<file path="config.mk">
export PLATFORM = sky130hd
export DESIGN_NAME = vpa_plane_access
export DESIGN_NICKNAME = d
export VERILOG_FILES = /design/src/vpa_pkg.sv /design/src/vpa_plane_steer.sv /design/src/vpa_plane_access.sv
export SDC_FILE = /design/constraint.sdc
export NUM_CORES = 1
export LEC_CHECK = 0
export ABC_AREA = 1
export BUFFER_PORTS_ARGS = -buffer_cell sky130_fd_sc_hd__buf_2
export CORE_UTILIZATION = 55
export CTS_CLUSTER_DIAMETER = 120
export DETAILED_ROUTE_END_ITERATION = 8
export GPL_TIMING_DRIVEN = 0
export PLACE_DENSITY_LB_ADDON = 0.25
export SLEW_MARGIN = 40
export SYNTH_ARGS = -nofsm -noshare
export SYNTH_HDL_FRONTEND = slang
export SYNTH_SLANG_ARGS = --single-unit
</file>
<file path="constraint.sdc">
create_clock -name clk -period 6.2 [get_ports clk]
set_clock_uncertainty 0.15 [all_clocks]
set_input_delay 0.62 -clock clk [delete_from_list [all_inputs] [get_ports clk]]
set_output_delay 0.62 -clock clk [all_outputs]
set_load 0.05 [all_outputs]
</file>
<file path="src/vpa_pkg.sv">
// Contract
// - Graphics registers: write index, then access data
// - Graphics index four bits, upper bits zero
// - Sequencer registers: three-bit index, then data port
// - Plane write mask gates writes in all modes
// - Secondary font from bits 3:2 and 5
// - Primary font from bits 1:0 and 4
// - Differing fonts: attribute bit 3 picks font
// - Font select needs extended memory, else maps 0,4
// - Chain-4: address bits 1:0 pick plane
// - Odd/even steers writes only, else mask chooses
// - Extended memory clear limits access to 64 KB
// - Index 7 write holds hcount until index 0-6
// - Line counter advances only from display enable
// - Write mode 0: enabled planes take fill bit
// - Unfilled planes take processor data; mode 0 only
// - Write mode 3: rotated data and bit mask
// - Read mode 1: compare included planes per bit
// - Reserved bits ignore writes, read zero
package vpa_pkg;

    // Port addresses in I/O or memory offset space
    localparam logic [15:0] VPA_SEQ_INDEX_PORT = 16'h03c4;
    localparam logic [15:0] VPA_SEQ_DATA_PORT  = 16'h03c5;
    localparam logic [15:0] VPA_GFX_INDEX_PORT = 16'h03ce;
    localparam logic [15:0] VPA_GFX_DATA_PORT  = 16'h03cf;

    // Index widths
    localparam int VPA_SEQ_IDX_W = 3;
    localparam int VPA_GFX_IDX_W = 4;

    // Sequencer indices
    localparam logic [2:0] VPA_SEQ_PLANE_MASK = 3'h2;
    localparam logic [2:0] VPA_SEQ_FONT_SEL   = 3'h3;
    localparam logic [2:0] VPA_SEQ_MEM_MODE   = 3'h4;
    localparam logic [2:0] VPA_SEQ_HC_HOLD    = 3'h7;

    // Graphics indices
    localparam logic [3:0] VPA_GFX_FILL_VAL  = 4'h0;
    localparam logic [3:0] VPA_GFX_FILL_EN   = 4'h1;
    localparam logic [3:0] VPA_GFX_MATCH_COL = 4'h2;

    // Field layout of font_bank_select
    localparam int VPA_FONT_A_LO = 0;
    localparam int VPA_FONT_A_HI = 4;
    localparam int VPA_FONT_B_LO = 2;
    localparam int VPA_FONT_B_HI = 5;
    localparam int VPA_FONT_W    = 6;

    // Field layout of memory_map_mode
    localparam int VPA_MM_EXT    = 1;
    localparam int VPA_MM_SEQ    = 2;
    localparam int VPA_MM_CHAIN4 = 3;
    localparam logic [7:0] VPA_MM_DEFINED = 8'h0e;

    // Reset values
    localparam logic [7:0] VPA_RST_BYTE  = 8'h00;
    localparam logic [3:0] VPA_RST_PLANE = 4'h0;

    // Planar memory geometry: 8 KB font banks in 64 KB planes
    localparam int VPA_PLANES     = 4;
    localparam int VPA_PLANE_AW   = 16;
    localparam int VPA_CPU_AW     = 18;
    localparam int VPA_BANK_SHIFT = 13;

    // Write modes of the neighbouring mode register
    localparam logic [1:0] VPA_WMODE_0 = 2'h0;
    localparam logic [1:0] VPA_WMODE_3 = 2'h3;

    typedef logic [VPA_PLANES-1:0][7:0] vpa_plane_bytes_t;

    typedef struct packed {
        logic        wr;
        logic        rd;
        logic [15:0] addr;
        logic [7:0]  wdata;
    } vpa_io_req_s;

    typedef struct packed {
        logic                  wr;
        logic                  rd;
        logic [VPA_CPU_AW-1:0] addr;
    } vpa_mem_req_s;

    typedef struct packed {
        logic                    we_any;
        logic                    re;
        logic [VPA_PLANES-1:0]   we;
        logic [VPA_PLANE_AW-1:0] addr;
        vpa_plane_bytes_t        data;
        logic [7:0]              bitmask;
    } vpa_plane_req_s;

endpackage : vpa_pkg

</file>
<file path="src/vpa_plane_steer.sv">
`timescale 1ns/1ps
module vpa_plane_steer
    import vpa_pkg::*;
(
    // Mode bits
    input  wire logic                    chain4,
    input  wire logic                    seq_addr,
    input  wire logic                    ext_mem,
    // Access
    input  wire logic [VPA_CPU_AW-1:0]   cpu_addr,
    input  wire logic                    is_write,
    input  wire logic [VPA_PLANES-1:0]   write_mask,
    input  wire logic [1:0]              read_plane_sel,
    // Result
    output logic      [VPA_PLANES-1:0]   plane_en,
    output logic      [1:0]              read_plane,
    output logic      [VPA_PLANE_AW-1:0] plane_off,
    output logic                         in_range
);

    logic [VPA_PLANES-1:0] chain_sel;
    logic [VPA_PLANES-1:0] odd_even_sel;
    logic                  odd_even_wr;

    // Without extended memory only the first 64 KB answers
    assign in_range = ext_mem | (cpu_addr[VPA_CPU_AW-1:VPA_PLANE_AW] == 2'h0);

    // Chain-4 decodes the plane from the two low address bits
    assign chain_sel    = 4'h1 << cpu_addr[1:0];
    assign odd_even_sel = cpu_addr[0] ? 4'ha : 4'h5;
    assign odd_even_wr  = !chain4 && !seq_addr && is_write;

    // The write mask still gates every mode
    assign plane_en = chain4 ? (chain_sel & write_mask) :
                      odd_even_wr ? (odd_even_sel & write_mask) : write_mask;

    // Reads ignore odd/even; chain-4 overrides the read plane select
    assign read_plane = chain4 ? cpu_addr[1:0] : read_plane_sel;

    // Offset within each plane; chain-4 and odd/even fold address bits away
    assign plane_off = chain4 ? cpu_addr[VPA_CPU_AW-1:2] :
                       odd_even_wr ? cpu_addr[VPA_PLANE_AW:1] :
                       cpu_addr[VPA_PLANE_AW-1:0];

endmodule : vpa_plane_steer

</file>
<file path="src/vpa_plane_access.sv">
`timescale 1ns/1ps
module vpa_plane_access
    import vpa_pkg::*;
(
    // Clock and reset
    input  wire logic                  clk,
    input  wire logic                  rst,
    // Register port access from the host
    input  wire vpa_io_req_s           io_req,
    output logic                       io_claim,
    output logic [7:0]                 io_rdata,
    output logic                       io_rvalid,
    // Display memory access from the host
    input  wire vpa_mem_req_s          mem_req,
    output logic                       mem_rvalid,
    output logic [7:0]                 mem_rdata,
    // Settings from neighbouring graphics registers
    input  wire logic [1:0]            write_mode,
    input  wire logic                  read_mode,
    input  wire logic [3:0]            plane_compare_include,
    input  wire logic [7:0]            write_bit_mask,
    input  wire logic [7:0]            rotated_data,
    input  wire logic [1:0]            read_plane_sel,
    // Planar memory
    output vpa_plane_req_s             plane_req,
    input  wire vpa_plane_bytes_t      plane_rdata,
    // Text font path
    input  wire logic                  attr_bit3,
    output logic                       attr_selects_font,
    output logic [2:0]                 font_map_num,
    output logic [VPA_PLANE_AW-1:0]    font_base,
    output logic                       intensity,
    // Display timing
    input  wire logic                  hdisp_en,
    output logic                       hcount_held,
    output logic                       line_clk_en
);

    // Stored registers, reserved bits never stored
    logic [VPA_SEQ_IDX_W-1:0] seq_index;
    logic [VPA_GFX_IDX_W-1:0] gfx_index;
    logic [3:0]               plane_write_mask;
    logic [VPA_FONT_W-1:0]    font_bank_select;
    logic [7:0]               memory_map_mode;
    logic [7:0]               hcount_hold_reset;
    logic [3:0]               plane_fill_value;
    logic [3:0]               plane_fill_enable;
    logic [3:0]               plane_match_color;
    logic                     hold;

    // Replicate a plane bit across a byte
    function automatic logic [7:0] fill_byte(input logic b);
        fill_byte = {8{b}};
    endfunction : fill_byte

    // Bank code {hi pair, lo bit}; without extended memory only maps 0 and 4
    function automatic logic [2:0] bank_code(input logic [1:0] pair, input logic top,
                                             input logic ext);
        bank_code = ext ? {pair, top} : {2'h0, top};
    endfunction : bank_code

    // Map number is the pair plus four times the top bit
    function automatic logic [2:0] map_of(input logic [2:0] code);
        map_of = {code[0], code[2:1]};
    endfunction : map_of

    // Port decode
    wire hit_seq_idx = io_req.addr == VPA_SEQ_INDEX_PORT;
    wire hit_seq_dat = io_req.addr == VPA_SEQ_DATA_PORT;
    wire hit_gfx_idx = io_req.addr == VPA_GFX_INDEX_PORT;
    wire hit_gfx_dat = io_req.addr == VPA_GFX_DATA_PORT;

    assign io_claim  = (io_req.wr | io_req.rd) & (hit_seq_idx | hit_seq_dat |
                                                  hit_gfx_idx | hit_gfx_dat);

    // Data port writes land on the register the index names
    wire seq_wr      = io_req.wr & hit_seq_dat;
    wire gfx_wr      = io_req.wr & hit_gfx_dat;
    wire wr_pmask    = seq_wr & (seq_index == VPA_SEQ_PLANE_MASK);
    wire wr_font     = seq_wr & (seq_index == VPA_SEQ_FONT_SEL);
    wire wr_mmode    = seq_wr & (seq_index == VPA_SEQ_MEM_MODE);
    wire wr_hhold    = seq_wr & (seq_index == VPA_SEQ_HC_HOLD);
    wire wr_fill_val = gfx_wr & (gfx_index == VPA_GFX_FILL_VAL);
    wire wr_fill_en  = gfx_wr & (gfx_index == VPA_GFX_FILL_EN);
    wire wr_match    = gfx_wr & (gfx_index == VPA_GFX_MATCH_COL);

    // Index ports and sequencer registers
    always_ff @(posedge clk or posedge rst)
    begin
        if (rst)
        begin
            seq_index         <= '0;
            gfx_index         <= '0;
            plane_write_mask  <= VPA_RST_PLANE;
            font_bank_select  <= '0;
            memory_map_mode   <= VPA_RST_BYTE;
            hcount_hold_reset <= VPA_RST_BYTE;
        end
        else
        begin
            if (io_req.wr & hit_seq_idx)
                seq_index <= io_req.wdata[VPA_SEQ_IDX_W-1:0];
            if (io_req.wr & hit_gfx_idx)
                gfx_index <= io_req.wdata[VPA_GFX_IDX_W-1:0];
            if (wr_pmask)
                plane_write_mask <= io_req.wdata[3:0];
            if (wr_font)
                font_bank_select <= io_req.wdata[VPA_FONT_W-1:0];
            if (wr_mmode)
                memory_map_mode <= io_req.wdata & VPA_MM_DEFINED;
            if (wr_hhold)
                hcount_hold_reset <= io_req.wdata;
        end
    end

    // Graphics fill and compare registers; undefined at reset, cleared here
    always_ff @(posedge clk or posedge rst)
    begin
        if (rst)
        begin
            plane_fill_value  <= VPA_RST_PLANE;
            plane_fill_enable <= VPA_RST_PLANE;
            plane_match_color <= VPA_RST_PLANE;
        end
        else
        begin
            if (wr_fill_val)
                plane_fill_value <= io_req.wdata[3:0];
            if (wr_fill_en)
                plane_fill_enable <= io_req.wdata[3:0];
            if (wr_match)
                plane_match_color <= io_req.wdata[3:0];
        end
    end

    // Counter hold: any write at index 7 sets, index 0-6 releases
    wire next_hold = wr_hhold ? 1'b1 : (seq_wr ? 1'b0 : hold);

    always_ff @(posedge clk or posedge rst)
    begin
        if (rst)
            hold <= 1'b0;
        else
            hold <= next_hold;
    end
    assign hcount_held = hold;

    // A held horizontal counter gives no display enable, so lines stop too
    assign line_clk_en = hdisp_en & ~hold;

    // Register readback; unmapped graphics indices read zero here
    logic [7:0] seq_rd_mux;
    logic [7:0] gfx_rd_mux;

    always_comb
    begin
        seq_rd_mux = 8'h00;
        unique case (seq_index)
            VPA_SEQ_PLANE_MASK: seq_rd_mux = {4'h0, plane_write_mask};
            VPA_SEQ_FONT_SEL:   seq_rd_mux = {2'h0, font_bank_select};
            VPA_SEQ_MEM_MODE:   seq_rd_mux = memory_map_mode;
            VPA_SEQ_HC_HOLD:    seq_rd_mux = hcount_hold_reset;
            default:            seq_rd_mux = 8'h00;
        endcase
    end

    always_comb
    begin
        gfx_rd_mux = 8'h00;
        unique case (gfx_index)
            VPA_GFX_FILL_VAL:  gfx_rd_mux = {4'h0, plane_fill_value};
            VPA_GFX_FILL_EN:   gfx_rd_mux = {4'h0, plane_fill_enable};
            VPA_GFX_MATCH_COL: gfx_rd_mux = {4'h0, plane_match_color};
            default:           gfx_rd_mux = 8'h00;
        endcase
    end

    wire [7:0] next_io_rdata = hit_seq_idx ? {5'h00, seq_index} :
                               hit_seq_dat ? seq_rd_mux :
                               hit_gfx_idx ? {4'h0, gfx_index} :
                               hit_gfx_dat ? gfx_rd_mux : 8'h00;

    // Read data is registered; one cycle after the read strobe
    always_ff @(posedge clk or posedge rst)
    begin
        if (rst)
        begin
            io_rdata  <= 8'h00;
            io_rvalid <= 1'b0;
        end
        else
        begin
            io_rvalid <= io_req.rd;
            io_rdata  <= io_req.rd ? next_io_rdata : 8'h00;
        end
    end

    // Font bank selection into plane 2
    wire       ext_mem = memory_map_mode[VPA_MM_EXT];
    wire [2:0] code_a  = bank_code(font_bank_select[1:0], font_bank_select[VPA_FONT_A_HI],
                                   ext_mem);
    wire [2:0] code_b  = bank_code(font_bank_select[3:2], font_bank_select[VPA_FONT_B_HI],
                                   ext_mem);

    wire       fonts_differ = code_a != code_b;
    wire       use_b        = fonts_differ & attr_bit3;
    wire [2:0] code_sel     = use_b ? code_b : code_a;

    wire [VPA_PLANE_AW-1:0] next_font_base = {code_sel, {VPA_BANK_SHIFT{1'b0}}};

    // Font outputs are registered, one cycle behind the attribute
    always_ff @(posedge clk or posedge rst)
    begin
        if (rst)
        begin
            attr_selects_font <= 1'b0;
            font_map_num      <= 3'h0;
            font_base         <= '0;
            intensity         <= 1'b0;
        end
        else
        begin
            attr_selects_font <= fonts_differ;
            font_map_num      <= map_of(code_sel);
            font_base         <= next_font_base;
            intensity         <= ~fonts_differ & attr_bit3;
        end
    end

    // Address steering for display memory
    logic [VPA_PLANES-1:0]   steer_en;
    logic [1:0]              steer_rplane;
    logic [VPA_PLANE_AW-1:0] steer_off;
    logic                    steer_ok;

    vpa_plane_steer u_steer (
        .chain4         (memory_map_mode[VPA_MM_CHAIN4]),
        .seq_addr       (memory_map_mode[VPA_MM_SEQ]),
        .ext_mem        (ext_mem),
        .cpu_addr       (mem_req.addr),
        .is_write       (mem_req.wr),
        .write_mask     (plane_write_mask),
        .read_plane_sel (read_plane_sel),
        .plane_en       (steer_en),
        .read_plane     (steer_rplane),
        .plane_off      (steer_off),
        .in_range       (steer_ok)
    );

    // Per-plane write data and bit mask from the write mode
    vpa_plane_bytes_t next_wdata;
    logic [7:0]       next_bitmask;
    wire              wm0 = write_mode == VPA_WMODE_0;
    wire              wm3 = write_mode == VPA_WMODE_3;

    always_comb
    begin
        next_wdata = '0;
        for (int p = 0; p < VPA_PLANES; p++)
        begin
            if ((wm0 & plane_fill_enable[p]) | wm3)
                next_wdata[p] = fill_byte(plane_fill_value[p]);
            else
                next_wdata[p] = rotated_data;
        end
    end

    // Mode 3 narrows the bit mask with the rotated data
    assign next_bitmask = wm3 ? (rotated_data & write_bit_mask) : write_bit_mask;

    wire mem_wr_ok = mem_req.wr & steer_ok;
    wire mem_rd_ok = mem_req.rd & steer_ok;

    // Plane request issued the cycle after the host access
    logic       rd_pend;
    logic       rd_out_of_range;
    logic [1:0] rd_plane;

    always_ff @(posedge clk or posedge rst)
    begin
        if (rst)
        begin
            plane_req       <= '0;
            rd_pend         <= 1'b0;
            rd_out_of_range <= 1'b0;
            rd_plane        <= 2'h0;
        end
        else
        begin
            plane_req.we      <= mem_wr_ok ? steer_en : VPA_RST_PLANE;
            plane_req.we_any  <= mem_wr_ok & (steer_en != VPA_RST_PLANE);
            plane_req.re      <= mem_rd_ok;
            plane_req.addr    <= steer_off;
            plane_req.data    <= next_wdata;
            plane_req.bitmask <= next_bitmask;
            rd_pend           <= mem_req.rd;
            rd_out_of_range   <= mem_req.rd & ~steer_ok;
            rd_plane          <= steer_rplane;
        end
    end

    // Colour compare across included planes, one result bit per byte bit
    logic [7:0] cmp_bits;

    always_comb
    begin
        cmp_bits = 8'hff;
        for (int p = 0; p < VPA_PLANES; p++)
        begin
            if (plane_compare_include[p])
                cmp_bits = cmp_bits & ~(plane_rdata[p] ^ fill_byte(plane_match_color[p]));
        end
    end

    // Plane data returns one cycle after the plane read; register the answer
    logic       rd_pend_d;
    logic       rd_oor_d;
    logic [1:0] rd_plane_d;

    wire  [7:0] next_mem_rdata = rd_oor_d ? 8'h00 :
                                 read_mode ? cmp_bits : plane_rdata[rd_plane_d];

    always_ff @(posedge clk or posedge rst)
    begin
        if (rst)
        begin
            rd_pend_d  <= 1'b0;
            rd_oor_d   <= 1'b0;
            rd_plane_d <= 2'h0;
            mem_rvalid <= 1'b0;
            mem_rdata  <= 8'h00;
        end
        else
        begin
            rd_pend_d  <= rd_pend;
            rd_oor_d   <= rd_out_of_range;
            rd_plane_d <= rd_plane;
            mem_rvalid <= rd_pend_d;
            mem_rdata  <= rd_pend_d ? next_mem_rdata : 8'h00;
        end
    end

endmodule : vpa_plane_access

</file>
==> impl_metrics.env <==
export IMPL_fin_nets=1130
export IMPL_finalCriticalPeriod_ps=2652
export IMPL_worstPathArrival_ps=1880
export IMPL_final_cell_mix="buf_2, nand2_1, dfrtp_1, o21ai_0, inv_1"
export IMPL_crit_start="io_req[13]"
export IMPL_path_class="primary input to output port"
export IMPL_end_kind="output port"
export IMPL_dp_cells=1147
export IMPL_cts_num_sinks=134
export IMPL_regToRegStartpoint="rd_plane_d[0]"
export IMPL_drt_iter0_drc=568
export IMPL_place_gp_congestion=0.8835
export IMPL_area_delta_synth_final_pct=27.08
export IMPL_viasPerCell=5.229
export IMPL_insertion_delay_ps=420
export IMPL_antenna_cells=0
export IMPL_critPathMostFrequentCell="buf_2"
export IMPL_critPathLaunchType="primary input"
export IMPL_netlist_area_leader_share_pct=51.15
export IMPL_synth_area_leaders="dfrtp_1, nand2_1, o21ai_0"
export IMPL_cellPowerDensity_mw_per_mm2=261.2
export IMPL_first_pass_iters=9
export IMPL_mostFrequentLayoutCell="buf_2"
export IMPL_finalSetupViolCount=0
export IMPL_setup_tns_ps=0
export IMPL_path_clk_slew_ps=60
export IMPL_failed_checks="DRC"
export IMPL_yosys_warnings=0
export IMPL_cts_tree="built"
export IMPL_cts_hold_buf=0
export IMPL_p_leak_nw=4.501
export IMPL_post_cts_buffers=0
export IMPL_num_fill_cells=936
export IMPL_finalCritPeriodShare_pct=42.78
export IMPL_die_y_um=111.2
export IMPL_cp_buffers_inverters=2
export IMPL_slowest_stage="nor3_4"
export IMPL_fp_coreArea_mm2=0.01152
export IMPL_hpwl_um=11970
export IMPL_hold_worst_slack_ps=136.6
export IMPL_crit_chain="buf_2, nor3_4, nand3_1, a31oi_1, buf_2"
export IMPL_vdd_ir_drop_max_v=0.0002298
export IMPL_grt_usage_pct=27.98
export IMPL_hold_viol=0
export IMPL_final_max_slew_viol_count=0
export IMPL_netlist_cell_type_count=33
export IMPL_maxSlewHeadroom_pct=64.11
export IMPL_grt_pass1_vias=5700
export IMPL_overflow=0
export IMPL_cts_resized_gates=0
export IMPL_synth_area_leader_cell="dfrtp_1"
export IMPL_cpPeakStageDelay_ps=330
export IMPL_cts_buffers=17
export IMPL_worst_slew_pin_slew_ps=538.4
export IMPL_die_w_um=111.2
export IMPL_critPathRequiredTime_ps=5430
export IMPL_cpLargestDelayFamily="simple AND/OR/NAND/NOR gates"
export IMPL_rrSetupSlack_ps=4430
export IMPL_htreeDepth=4
export IMPL_rows=39
export IMPL_cts_root_buf="clkbuf_16"
export IMPL_wirelength_um=16860
export IMPL_drive_above_1_share_pct=28.47
export IMPL_start_util_pct=56.93
export IMPL_ys_seq_elements=134
export IMPL_die_area_mm2=0.01236
export IMPL_drc=34
export IMPL_stdcell_count=1179
export IMPL_rsz0062_at_grt="no"
export IMPL_worst_path_max_fanout=6
export IMPL_synth_cells=799
export IMPL_vias=6165
export IMPL_placed_cell_area_mm2=0.007776
export IMPL_status="finished, violations left"
export IMPL_seq_area_frac_synth_pct=51.15
export IMPL_ios=211
export IMPL_antenna_found_initial=0
export IMPL_maxCapViolCount=0
export IMPL_syn_area_mm2=0.006556
export IMPL_wire_per_inst_um=14.30
export IMPL_final_util_pct=72.35
export IMPL_hold_class="primary input to async pin"
export IMPL_final_area_mm2=0.008332
export IMPL_fmax_ghz=0.3770
export IMPL_grt_max_degree=81
export IMPL_synth_avg_cell_area_um2=8.206
export IMPL_clockBufferDepth=2
export IMPL_grt_pass1_wl_um=27200
export IMPL_numPortBuffers=192
export IMPL_ant_nets=0
## state kept, by name, indices dropped and copies added (netlist names), 2 cells and up
name and cells:
mem_rdata 8, hcount_hold_reset 8, plane_write_mask 4, rd_plane_d 2, plane_match_color 4, plane_fill_value 4
gfx_index 4, font_map_num 2, memory_map_mode 3, plane_fill_enable 4, seq_index 3, rd_plane 2
font_bank_select 6, plane_req 62, io_rdata 8
## final timing paths
| check | end | cells past startpoint |
|---|---|---|
| setup / recovery | io_claim | 5 |
| hold / removal | plane_req[15] | 2 |
| setup reg to reg | mem_rdata[3] | 6 |
| hold reg to reg | rd_plane_d[0] | 0 |
| max in group asynchronous | gfx_index[0] | 3 |
| min in group clk | rd_pend | 1 |
## final cells by class
class                      instances  area [µm²]  area share (%)
multi-input combinational        552        2689           32.27
clock buffer                      18       429.2           5.151
inverter                          82       315.3           3.784
tap                              143       178.9           2.147
sequential                       134        3353           40.25
buffer                            43       251.5           3.018
clock inverter                    14       126.4           1.517
timing repair buffer             193       988.4           11.86
## power breakdown
| part | internal [mW] | switching (mW) | total (mW) |
|---|---|---|---|
| Clock | 0.553 | 0.385 | 0.938 |
| Sequential | 0.907 | 0.00916 | 0.916 |
| Combinational | 0.0835 | 0.239 | 0.323 |
## through the flow
| step | worst slack, ps | total power, mW |
|---|---|---|
| after floorplan | 1847 | 1.150 |
| after global placement | 536.7 | 1.245 |
| after detailed placement | 3547 | 1.252 |
| after CTS | 3539 | 2.183 |
| after global routing | 3453 | 2.256 |
| final | 3548 | 2.176 |
## metal layers
metal,up-vias,global-route usage [%],wire (µm)
li1,3011,-,-
met1,2889,34.04,6755
met2,238,50.50,8866
met3,27,4.647,971
met4,0,8.919,270
met5,-,0,0
## cells by family after synthesis
kind of cell / after synthesis / share of synthesized area, %
AND/OR/NAND/NOR: 342 / 23.17
AO/OA/AOI/OAI: 181 / 14.96
flip-flops: 134 / 51.15
buffers and inverters: 125 / 8.530
XOR/XNOR: 16 / 2.137
other: 1 / 0.05720
## cells in the mapped netlist (all sizes together)
| cell type | number |
|---|---|
| clkinv | 1 |
| nor2 | 63 |
| a31oi | 1 |
| nand3 | 48 |
| inv | 81 |
| buf | 28 |
| conb | 1 |
| xor2 | 16 |
| nand4 | 12 |
| o21a | 8 |
| o21ai | 123 |
| nand2 | 207 |
| dfrtp | 134 |
| clkbuf | 15 |
| or2 | 2 |
| a22oi | 2 |
| o211ai | 1 |
| nor3 | 10 |
| o22ai | 1 |
| a21oi | 45 |
## worst reg2reg max path, cell delays in order (launching register included)
cell,delay (ps)
dfrtp_1,380
buf_2,180
inv_1,160
clkbuf_1,350
o21ai_0,210
a21oi_1,170
nor3_1,70
Note: power is estimated with default switching activity, not from simulation.
